## src/design/dlpg_pkg.sv

```systemverilog
package dlpg_pkg;
	// Register word indices on the plain register port
	localparam logic [3:0] ADDR_STATUS  = 4'h0; // Access port status
	localparam logic [3:0] ADDR_CONTROL = 4'h1; // Access port control
	localparam logic [3:0] ADDR_MODE    = 4'h2; // Current power mode

	// Status register bit positions
	localparam int ST_ERASE_ACK   = 0;  // Mass erase request accepted
	localparam int ST_ERASE_BUSY  = 1;  // Mass erase in progress
	localparam int ST_SECURE      = 2;  // Device secured
	localparam int ST_ERASE_EN    = 3;  // Mass erase allowed
	localparam int ST_PSEUDO_STOP = 4;  // Stop substituted for deep stop
	localparam int ST_CLK_KEPT    = 5;  // Fast core clock held for debug
	localparam int ST_VLP         = 8;  // Very low power run or wait active
	localparam int ST_LEAK_EXIT   = 9;  // Leakage stop exit seen
	localparam int ST_VLEAK_EXIT  = 10; // Very leakage stop exit seen
	localparam int ST_CORE_HALTED = 16; // Core in debug halt
	localparam int ST_SLEEPDEEP   = 17; // Deep sleep indication
	localparam int ST_SLEEPING    = 18; // Sleeping indication

	// Control register bit positions
	localparam int CT_ERASE_REQ   = 0;  // Start mass erase
	localparam int CT_STAT_ACK    = 1;  // Acknowledge exit flags
	localparam int CT_HOLD_RESET  = 2;  // Hold system in reset on very leakage recovery
	localparam int CT_DEBUG_EN    = 3;  // Debug enabled
	localparam int CT_WIDTH       = 4;  // Stored control bits

	// Security field encodings
	localparam logic [1:0] SEC_UNSECURE = 2'h2; // Only unsecure code
	localparam logic [1:0] ERASE_OFF    = 2'h2; // Mass erase disabled

	// Mass erase duration in system clocks
	localparam logic [7:0] ERASE_CYCLES = 8'h10;

	// Power mode encoding on the mode request and mode outputs
	typedef enum logic [2:0] {
		PM_RUN        = 3'h0,
		PM_VLP_RUN    = 3'h1,
		PM_WAIT       = 3'h2,
		PM_VLP_WAIT   = 3'h3,
		PM_STOP       = 3'h4,
		PM_VLP_STOP   = 3'h5,
		PM_LEAK_STOP  = 3'h6,
		PM_VLEAK_STOP = 3'h7
	} dlpg_mode_t;
endpackage

```

## src/design/dlpg_gate.sv

```systemverilog
// The address map and the strobed register port were decided locally.
`timescale 1ns/1ps
module dlpg_gate (
	input  wire logic        clk_sys_i,
	input  wire logic        arst_n_i,
	// Register port
	input  wire logic [3:0]  reg_addr_i,
	input  wire logic [31:0] reg_wdata_i,
	input  wire logic        reg_wr_i,
	input  wire logic        reg_rd_i,
	output logic      [31:0] reg_rdata_o,
	// Debug port power-up requests (other domain)
	input  wire logic        dbg_pwrup_req_i,
	input  wire logic        sys_pwrup_req_i,
	// Power mode controller side
	input  wire logic [2:0]  mode_req_i,
	input  wire logic        recovery_i,
	input  wire logic [1:0]  security_state_i,
	input  wire logic [1:0]  mass_erase_enable_i,
	input  wire logic        core_halted_i,
	output logic [2:0]       mode_o,
	output logic             fast_core_clock_en_o,
	output logic             crossbar_block_o,
	output logic             debug_capture_en_o,
	output logic             debug_reset_o,
	output logic             sys_reset_hold_o,
	output logic             mass_erase_o,
	output logic             secured_o
);
	// Reset release
	logic [1:0] rst_sync_reg;
	logic       rst_n;

	always_ff @(posedge clk_sys_i or negedge arst_n_i) begin
		if (!arst_n_i) begin
			rst_sync_reg <= 2'h0;
		end else begin
			rst_sync_reg <= {rst_sync_reg[0], 1'b1};
		end
	end
	assign rst_n = rst_sync_reg[1];

	// Power-up requests cross from the debug port clock
	logic [1:0] pwr_sync;

	dlpg_sync #(.W(2)) u_pwr_sync (
		.clk_sys_i (clk_sys_i),
		.rst_n_i   (rst_n),
		.d_i       ({sys_pwrup_req_i, dbg_pwrup_req_i}),
		.q_o       (pwr_sync)
	);

	// Requests are assumed stable outside run and wait modes
	logic dbg_active;
	assign dbg_active = pwr_sync[0] | pwr_sync[1];

	// State registers
	dlpg_pkg::dlpg_mode_t mode_reg, mode_next;   // Granted mode
	logic [dlpg_pkg::CT_WIDTH-1:0] ctrl_reg;     // Control bits
	logic [dlpg_pkg::CT_WIDTH-1:0] ctrl_next;
	logic        leak_exit_reg, leak_exit_next;  // Leakage exit flag
	logic        vleak_exit_reg, vleak_exit_next; // Very leakage exit
	logic        pseudo_reg, pseudo_next;        // Substituted stop
	logic        clk_kept_reg, clk_kept_next;    // Clock held for debug
	logic        xbar_blk_reg, xbar_blk_next;    // Crossbar blocked
	logic        capt_reg, capt_next;            // Debug capture allowed
	logic        dbg_rst_reg, dbg_rst_next;      // Debug logic reset
	logic        hold_reg, hold_next;            // System held in reset
	logic        erase_reg, erase_next;          // Erase running
	logic        erase_ack_reg, erase_ack_next;  // Erase accepted
	logic [7:0]  erase_cnt_reg, erase_cnt_next;  // Erase timer
	logic        secured_reg, secured_next;      // Security state
	logic [31:0] rdata_reg, rdata_next;          // Read data
	logic [31:0] status_w;                       // Status word

	// Status word assembly, readable whether secured or not
	always_comb begin
		status_w = 32'h0;
		status_w[dlpg_pkg::ST_ERASE_ACK]   = erase_ack_reg;
		status_w[dlpg_pkg::ST_ERASE_BUSY]  = erase_reg;
		status_w[dlpg_pkg::ST_SECURE]      = secured_reg;
		status_w[dlpg_pkg::ST_ERASE_EN]    = !(secured_reg &&
			mass_erase_enable_i == dlpg_pkg::ERASE_OFF);
		status_w[dlpg_pkg::ST_PSEUDO_STOP] = pseudo_reg;
		status_w[dlpg_pkg::ST_CLK_KEPT]    = clk_kept_reg;
		status_w[dlpg_pkg::ST_VLP]         =
			(mode_reg == dlpg_pkg::PM_VLP_RUN)
			|| (mode_reg == dlpg_pkg::PM_VLP_WAIT);
		status_w[dlpg_pkg::ST_LEAK_EXIT]   = leak_exit_reg;
		status_w[dlpg_pkg::ST_VLEAK_EXIT]  = vleak_exit_reg;
		status_w[dlpg_pkg::ST_CORE_HALTED] = core_halted_i;
		status_w[dlpg_pkg::ST_SLEEPDEEP]   = mode_reg[2];
		status_w[dlpg_pkg::ST_SLEEPING]    = mode_reg[2] || mode_reg[1];
	end

	// Next state of the gate
	always_comb begin
		logic wr_ctl;
		logic ack;
		logic erase_try;
		wr_ctl = reg_wr_i && (reg_addr_i == dlpg_pkg::ADDR_CONTROL);
		ack = wr_ctl && reg_wdata_i[dlpg_pkg::CT_STAT_ACK];
		erase_try = wr_ctl && reg_wdata_i[dlpg_pkg::CT_ERASE_REQ];

		// Secured whenever the field is not the unsecure code
		secured_next = security_state_i != dlpg_pkg::SEC_UNSECURE;

		// Control write; secured state still accepts it
		ctrl_next = ctrl_reg;
		if (wr_ctl) begin
			ctrl_next = reg_wdata_i[dlpg_pkg::CT_WIDTH-1:0];
			ctrl_next[dlpg_pkg::CT_STAT_ACK] = 1'b0;
			ctrl_next[dlpg_pkg::CT_ERASE_REQ] = 1'b0;
		end

		// Mode grant with deep stop substitution
		mode_next = dlpg_pkg::dlpg_mode_t'(mode_req_i);
		pseudo_next = 1'b0;
		if (mode_req_i == dlpg_pkg::PM_VLP_STOP &&
			(ctrl_reg[dlpg_pkg::CT_DEBUG_EN] || dbg_active)) begin
			mode_next = dlpg_pkg::PM_STOP;
			pseudo_next = 1'b1;
		end

		// Keep fast clock in stop while debugger is active
		clk_kept_next = dbg_active && (mode_next == dlpg_pkg::PM_STOP);
		xbar_blk_next = clk_kept_next;

		// Capture only with the full debug port running
		capt_next = !(mode_next == dlpg_pkg::PM_LEAK_STOP ||
			mode_next == dlpg_pkg::PM_VLEAK_STOP) || clk_kept_next;
		if (mode_next == dlpg_pkg::PM_VLP_STOP) begin
			capt_next = 1'b0;
		end

		// Debug logic is reset only while very leakage stop lasts
		dbg_rst_next = (mode_reg == dlpg_pkg::PM_VLEAK_STOP);

		// Exit flags: set wins over acknowledge
		leak_exit_next = leak_exit_reg && !ack;
		vleak_exit_next = vleak_exit_reg && !ack;
		if (recovery_i && mode_reg == dlpg_pkg::PM_LEAK_STOP) begin
			leak_exit_next = 1'b1;
		end
		if (recovery_i && mode_reg == dlpg_pkg::PM_VLEAK_STOP) begin
			vleak_exit_next = 1'b1;
		end

		// Hold reset after very leakage recovery until released
		hold_next = hold_reg;
		if (recovery_i && mode_reg == dlpg_pkg::PM_VLEAK_STOP &&
			ctrl_reg[dlpg_pkg::CT_HOLD_RESET]) begin
			hold_next = 1'b1;
		end else if (!ctrl_reg[dlpg_pkg::CT_HOLD_RESET]) begin
			hold_next = 1'b0;
		end

		// Mass erase, blocked when secured and disabled
		erase_next = erase_reg;
		erase_ack_next = erase_ack_reg;
		erase_cnt_next = erase_cnt_reg;
		if (erase_reg) begin
			if (erase_cnt_reg == 8'h00) begin
				erase_next = 1'b0;
				erase_ack_next = 1'b0;
			end else begin
				erase_cnt_next = erase_cnt_reg - 8'h01;
			end
		end else if (erase_try && !(secured_reg &&
			mass_erase_enable_i == dlpg_pkg::ERASE_OFF)) begin
			erase_next = 1'b1;
			erase_ack_next = 1'b1;
			erase_cnt_next = dlpg_pkg::ERASE_CYCLES;
		end

		// Read data, one cycle later
		rdata_next = 32'h0;
		if (reg_rd_i) begin
			if (reg_addr_i == dlpg_pkg::ADDR_STATUS) begin
				rdata_next = status_w;
			end else if (reg_addr_i == dlpg_pkg::ADDR_CONTROL) begin
				rdata_next = {28'h0, ctrl_reg};
			end else if (reg_addr_i == dlpg_pkg::ADDR_MODE) begin
				rdata_next = {29'h0, mode_reg};
			end else begin
				rdata_next = 32'h0;
			end
		end
	end

	// Register all state
	always_ff @(posedge clk_sys_i or negedge rst_n) begin
		if (!rst_n) begin
			mode_reg      <= dlpg_pkg::PM_RUN;
			ctrl_reg      <= '0;
			leak_exit_reg  <= 1'b0;
			vleak_exit_reg <= 1'b0;
			pseudo_reg    <= 1'b0;
			clk_kept_reg  <= 1'b0;
			xbar_blk_reg  <= 1'b0;
			capt_reg      <= 1'b1;
			dbg_rst_reg   <= 1'b0;
			hold_reg      <= 1'b0;
			erase_reg     <= 1'b0;
			erase_ack_reg <= 1'b0;
			erase_cnt_reg <= 8'h00;
			secured_reg   <= 1'b1;
			rdata_reg     <= 32'h0;
		end else begin
			mode_reg      <= mode_next;
			ctrl_reg      <= ctrl_next;
			leak_exit_reg  <= leak_exit_next;
			vleak_exit_reg <= vleak_exit_next;
			pseudo_reg    <= pseudo_next;
			clk_kept_reg  <= clk_kept_next;
			xbar_blk_reg  <= xbar_blk_next;
			capt_reg      <= capt_next;
			dbg_rst_reg   <= dbg_rst_next;
			hold_reg      <= hold_next;
			erase_reg     <= erase_next;
			erase_ack_reg <= erase_ack_next;
			erase_cnt_reg <= erase_cnt_next;
			secured_reg   <= secured_next;
			rdata_reg     <= rdata_next;
		end
	end

	// Outputs straight from flops
	assign reg_rdata_o          = rdata_reg;
	assign mode_o               = mode_reg;
	assign fast_core_clock_en_o = clk_kept_reg;
	assign crossbar_block_o     = xbar_blk_reg;
	assign debug_capture_en_o   = capt_reg;
	assign debug_reset_o        = dbg_rst_reg;
	assign sys_reset_hold_o     = hold_reg;
	assign mass_erase_o         = erase_reg;
	assign secured_o            = secured_reg;
endmodule // dlpg_gate

```

## src/design/dlpg_sync.sv

```systemverilog
`timescale 1ns/1ps
// Two flop synchroniser for a vector of level inputs
module dlpg_sync #(
	parameter int W = 1
) (
	input  wire logic         clk_sys_i,
	input  wire logic         rst_n_i,
	input  wire logic [W-1:0] d_i,
	output logic      [W-1:0] q_o
);
	logic [W-1:0] s1_reg; // First stage, read only by second
	logic [W-1:0] s2_reg; // Second stage
	logic [W-1:0] s1_next;
	logic [W-1:0] s2_next;

	// Next values
	always_comb begin
		s1_next = d_i;
		s2_next = s1_reg;
	end

	// Registers
	always_ff @(posedge clk_sys_i or negedge rst_n_i) begin
		if (!rst_n_i) begin
			s1_reg <= '0;
			s2_reg <= '0;
		end else begin
			s1_reg <= s1_next;
			s2_reg <= s2_next;
		end
	end

	assign q_o = s2_reg;
endmodule // dlpg_sync

```

## config.mk

```make
export PLATFORM = sky130hd
export DESIGN_NAME = dlpg_gate
export DESIGN_NICKNAME = d
export VERILOG_FILES = /design/src/design/dlpg_pkg.sv /design/src/design/dlpg_gate.sv /design/src/design/dlpg_sync.sv
export SDC_FILE = /design/constraint.sdc
export NUM_CORES = 1
export LEC_CHECK = 0
export BUFFER_PORTS_ARGS = -buffer_cell sky130_fd_sc_hd__buf_4
export CAP_MARGIN = 20
export CELL_PAD_IN_SITES_DETAIL_PLACEMENT = 2
export CELL_PAD_IN_SITES_GLOBAL_PLACEMENT = 2
export CORE_UTILIZATION = 28
export CTS_CLUSTER_DIAMETER = 30
export DETAILED_ROUTE_END_ITERATION = 16
export PLACE_DENSITY_LB_ADDON = 0.1
export SYNTH_ARGS = -nofsm -noshare
export SYNTH_HDL_FRONTEND = slang
export SYNTH_SLANG_ARGS = --single-unit
```

## constraint.sdc

```tcl
create_clock -name clk_sys_i -period 3.63 [get_ports clk_sys_i]
set_clock_uncertainty 0.2 [all_clocks]
set_input_delay 0.726 -clock clk_sys_i [delete_from_list [all_inputs] [get_ports clk_sys_i]]
set_output_delay 0.726 -clock clk_sys_i [all_outputs]
set_load 0.1 [all_outputs]
```

==> run_results.csv, run 1 <==
group,metric,value,unit
setup_path,worst_path_max_delay_cell,"dfrtp_1",
synthesis,yosys_warnings,0,
synthesis,yosysTopAreaCellShare,53.9,%
setup_path,rrSetupSlack,1.44,ns
route,drt_wl_total,4.04,mm
grt,grt_util_met2,23.9,%
setup_path,crit_buf_inv,1,
grt,grt_overflow_total,0,
cts,cts_resized,0,
die,die_h,82.4,microns
layout,area_growth,25.0,%
die,core-area,0.00606,sq mm
min_path,min_from,"u_pwr_sync.s1_reg[1]",
synthesis,synth-edff-count,0,
outcome,status,"finished clean",
route,dr.pass1.iters,4,
synthesis,syn_inst,155,
setup_path,path_cells,"buf_4",
synthesis,synth_cell_types,42,
route,detail-route-antenna-nets,0,
sta,worst_slew_pin_slew,0.862,ns
route,vias,1236,
sta,hold_viol,0,
die,placementRows,28,
synthesis,synthMuxAreaShare,4.01,%
cts,cts_hold_buffers,1,
route,viasPerCell,4.45,
route,routedWlPerCell,14.5,microns
cts,cts_made_buffers,5,
grt,grt_pass1_vias,1354,
sta,relSlewSlack,42.5,%
sta,fmax,0.453,GHz
route,drc,0,
setup_path,crit_type,"reg2out",
sta,rsz0062_at_grt,"false",
job,cap_violations,0,
route,drt_iter0_drc,34,
layout,nFillCells,653,
synthesis,syn_area,0.00181,sq mm
synthesis,synth_ff_type,"dfrtp_1",
cts,root_buffer,"clkbuf_8",
synthesis,async_flop_share,100,%
sta,setup_viol,0,
placed_design,hpwl,3.12,mm
layout,multi_input_area,643,sq um
synthesis,synthTopCellsByArea,"dfrtp_1, buf_4, dfstp_2",
synthesis,synthSimpleGateAreaFrac,16.8,%
sta,holdWs,0.154,ns
cts,post_cts_buffers,0,
setup_path,r2r-start,"erase_cnt_reg[0]",
cts,htreeDepth,2,
sta,period_share,60.8,%
synthesis,synth.avg_cell_area,11.7,sq um
synthesis,ys_seq_area_share,56.8,%
setup_path,end_kind,"output pin",
grt,grt_usage,13.4,%
synthesis,yosys.area.top_type,"dfrtp_1",
cts,clock_path_buffers,2,
sta,min_period,2.21,ns
placed_design,gp_congestion,0.746,
layout,finalNonFillerCells,278,
grt,met3_usage,3.08,%
synthesis,synth-xor-area-share,0.484,%
pwr,powerDensity,536,mW/mm^2
sta,slew_violations,0,
synthesis,ys_seq_elements,41,
die,die_width,82.4,microns
sta,setup_tns,0,ns
synthesis,synth-adder-area-share,1.38,%
cts,cts_sinks,41,
layout,mostFrequentLayoutCell,"buf_4",
setup_path,required,2.70,ns
synthesis,synth_top_family_by_area,"simple AND/OR/NAND/NOR gates",
die,start_util,29.9,%
setup_path,cpPeakStageDelay,0.62,ns
placed_design,numPortBuffers,44,
layout,largest_reg_flops,12,
pwr,irDropWorstVdd,183,uV
grt,top_usage_layer,"met2",
layout,nets,255,
grt,grt_pass1_wl,6.65,mm
setup_path,path_max_fanout,11,
setup_path,start_kind,"flop",
pwr,p_leak,0.00117,uW
grt,grt_max_degree,21,
min_path,hold_class,"reg2reg",
die,die_area,0.00679,sq mm
die,io_pins,93,
setup_path,cp.arrival,1.28,ns
layout,drive_above_1_share,33.0,%
synthesis,synth-compound-area-share,8.51,%
grt,grt_antenna_before_repair,0,
placed_design,place_inst,269,
grt,grtUsageMet1,15.6,%
setup_path,critPathTopFamily,"flip-flops",
setup_path,startpoint,"mass_erase_o",
layout,seqCellArea,0.00103,sq mm
layout,num_antenna_cells,0,
cts,clkTransAtPathRegs,0.08,ns
layout,final_cell_mix,"buf_4, dfrtp_1, conb_1",
cts,cts_tree,"yes",
cts,clk_latency,0.29,ns
pwr,total_power,1210,uW
## power by group
part           switching [uW]  total, uW  internal, uW  leakage [uW]
Sequential               34.6        526           491      0.000528
Clock                     163        369           206     0.0000543
Combinational             226        319          92.9      0.000584
## Yosys cell counts, drive strengths merged, types with 2 or more instances
cell type and n:
dfrtp 39, buf 23, nor2 10, inv 9, and2 8, mux2i 5
nor4 5, a211o 4, and3 4, nand2 4, nor3 4, or3 4
nand3 3, o21a 3, a21o 2, clkbuf 2, conb 2, dfstp 2
ha 2, mux2 2, nor3b 2, o21ai 2
## through the flow
step	worst slack (ns)	area (sq um)	util (%)
after global routing	1.30	2260	37.3
after detailed placement	1.25	2140	35.3
after floorplan	1.37	1880	-
final	1.42	2260	37.3
after CTS	1.41	2260	37.3
after global placement	1.26	2140	35.3
## path summary, 6_finish.rpt
check	endpoint	cells past startpoint
max	mass_erase_o	1
min	u_pwr_sync.q_o[1]	0
max reg2reg	erase_cnt_reg[4]	7
min reg2reg	u_pwr_sync.q_o[1]	0
max in group asynchronous	ctrl_reg[2]	1
min in group asynchronous	erase_cnt_reg[2]	0
## routing by layer
layer / wire (microns) / vias to the layer above / share of wire [%]
li1: - / 577 / -
met1: 1640 / 620 / 41
met2: 2160 / 34 / 53
met3: 203 / 5 / 5.0
met4: 37 / 0 / 0.92
met5: 0 / - / 0
## cells by family (layout without fill, tap and decap cells)
family          Yosys count  count (layout)
simple gates             51              51
other cells               2              21
compound gates           17              17
mux                       7               7
buf+inv                  34              63
xor+xnor                  1               1
fa+ha+maj                 2               2
flops                    41              41
## layout make-up
cell class                 count  area share [%]
clock inverter                 3            2.05
timing repair buffer          46            15.4
tap                           75            4.15
clock buffer                   5            3.04
multi-input combinational     99            28.4
inverter                       9            1.49
sequential                    41            45.5
No activity file was read; power rests on OpenSTA's default activity.
==> run 2: changes to the inputs <==
- ABC_AREA: default -> 1
- CORE_UTILIZATION: 28 -> 25
- clock period: 3.63 -> 2.07 ns (I/O delays scaled with it)
==> run 2 against run 1 <==
  * Largest cell class unchanged
  * Clock power is 79% higher
  * Cell area grew 6.9%
  * Power up 71%
  * Critical endpoint is now secured_o
  * Core utilization shrank 4.2 points
  * Synthesized area is 4.7% higher
  * Setup slack worse by 1.1 ns
  * Global-route usage is 0.56 points lower
  * Count of clock-buffer cells in the layout rose by 1
  * Critical path depth unchanged
  * Largest power group unchanged
  * Wire length grew 15%
==> run_results.csv, run 2 <==
group,metric,value,unit
outcome,status,"finished clean",
job,cap_violations,0,
synthesis,yosysTopAreaCellShare,51.5,%
synthesis,synth-edff-count,0,
setup_path,crit_type,"reg2out",
layout,final_cell_mix,"buf_4, dfrtp_1, nand2_1",
setup_path,path_cells,"buf_4",
route,vias,1448,
route,drc,0,
route,drt_wl_total,4.63,mm
synthesis,netlist_top_cells_count,"dfrtp_1, nand2_1, inv_1",
sta,period_share,85.2,%
die,io_pins,93,
synthesis,synthTopCellsByArea,"dfrtp_1, buf_4, nand2_1",
grt,grt_pass1_vias,1556,
setup_path,rr_worst_depth,7,
die,die_h,89.0,microns
cts,clock_path_buffers,2,
die,die_area,0.00793,sq mm
cts,htreeDepth,2,
cts,cts_made_buffers,5,
synthesis,synth.avg_cell_area,9.38,sq um
synthesis,yosys_warnings,0,
placed_design,gp_congestion,0.671,
setup_path,start_kind,"flop",
die,placementRows,31,
synthesis,yosysMostFrequentCell,"dfrtp_1",
cts,cts_sinks,41,
die,core-area,0.00729,sq mm
placed_design,dpl_worst_slack,0.244,ns
sta,hold_viol,0,
synthesis,syn_inst,202,
die,start_util,26.0,%
layout,drive_above_1_share,29.3,%
layout,mostFrequentLayoutCell,"buf_4",
placed_design,hpwl,3.62,mm
grt,grt_max_degree,27,
setup_path,cpPeakStageDelay,0.56,ns
pwr,p_leak,0.00128,uW
cts,cts_tree,"yes",
placed_design,numPortBuffers,44,
layout,post-route-cell-area,0.00242,sq mm
setup_path,cp_num_cells,1,
sta,rsz0062_at_grt,"false",
pwr,irDropWorstVdd,251,uV
setup_path,worst_path_max_delay_cell,"dfstp_2",
route,dr.pass1.iters,4,
setup_path,cp.arrival,1.15,ns
cts,cts_resized,0,
route,detail-route-antenna-nets,0,
setup_path,rrSetupSlack,0.45,ns
min_path,hold_class,"in2reg",
setup_path,required,1.46,ns
grt,grt_overflow_total,0,
setup_path,end_kind,"output pin",
sta,slew_violations,0,
route,viasPerCell,4.08,
sta,setup_tns,0,ns
min_path,worstHoldPathCells,1,
cts,clk_latency,0.30,ns
synthesis,synth_ff_type,"dfrtp_1",
synthesis,synth_cell_types,30,
synthesis,ys_seq_elements,41,
route,routedWlPerCell,13.0,microns
synthesis,async_flop_share,100,%
grt,grt_pass1_wl,7.53,mm
grt,grt_usage,12.8,%
sta,setup_viol,0,
grt,grt_antenna_before_repair,0,
sta,fmax,0.567,GHz
route,drt_iter0_drc,32,
layout,nets,308,
synthesis,syn_area,0.00189,sq mm
cts,root_buffer,"clkbuf_8",
placed_design,place_area,0.00229,sq mm
layout,largest_reg_flops,12,
layout,num_antenna_cells,0,
setup_path,path_max_fanout,3,
die,die_width,89.0,microns
cts,clkTransAtPathRegs,0.08,ns
synthesis,ys_seq_area_share,54.3,%
synthesis,yosys.area.top_type,"dfrtp_1",
setup_path,critPathTopFamily,"flip-flops",
layout,area_growth,27.6,%
sta,min_period,1.76,ns
cts,cts_hold_buffers,2,
cts,post_cts_buffers,0,
sta,setup_ws,0.306,ns
pwr,powerDensity,860,mW/mm^2
setup_path,crit_buf_inv,1,
-- run 2: kinds of logic after synthesis --
group,share of synthesized area (%)
other cells,0.396
fa+ha+maj,1.32
compound gates,7.53
xor+xnor,0.462
simple gates,20.7
flops,54.3
buf+inv,15.3
-- run 2: path summary, 6_finish.rpt --
| kind | to | startpoint |
|---|---|---|
| worst max-delay path | secured_o | secured_o |
| worst min-delay path | u_pwr_sync.s1_reg[0] | dbg_pwrup_req_i |
| worst max register to register | erase_cnt_reg[1] | mass_erase_o |
| worst min register to register | u_pwr_sync.q_o[1] | rst_sync_reg[1] |
| max in group asynchronous | erase_cnt_reg[4] | rst_sync_reg[1] |
| min in group asynchronous | u_pwr_sync.q_o[1] | rst_sync_reg[1] |
-- run 2: per-layer routing --
| layer | GRT usage (%) | wire length (microns) | up-vias |
|---|---|---|---|
| li1 | - | - | 698 |
| met1 | 16.6 | 2170 | 701 |
| met2 | 21.0 | 2170 | 45 |
| met3 | 2.59 | 232 | 4 |
| met4 | 5.19 | 56 | 0 |
| met5 | 0 | 0 | - |
-- run 2: area by class of cell --
class | instances | area, sq um
Timing Repair Buffer | 51 | 400
Sequential cell | 41 | 1030
Clock buffer | 6 | 72.6
Fill cell | 879 | 4870
Multi-Input combinational cell | 128 | 647
Clock inverter | 2 | 38.8
Inverter | 28 | 105
Tap cell | 99 | 124
-- run 2: per-stage QoR --
| step | util, % | hold WS, ns | total power, uW | std cells |
|---|---|---|---|---|
| detailed placement | 31.3 | -0.0299 | 1440 | 345 |
| floorplan | - | -0.0816 | 1350 | 221 |
| global placement | 31.3 | -0.0193 | 1430 | 345 |
| CTS | 33.2 | 0.00783 | 2110 | 355 |
| global route | 33.2 | 0.00530 | 2170 | 355 |
| finish | 33.2 | 0.0232 | 2080 | 355 |
-- run 2: where the power goes --
part,total (uW),internal [uW],leakage [uW],switching (uW)
Combinational,529,113,0.000703,416
Clock,659,363,0.0000554,296
Sequential,892,856,0.000525,35.6
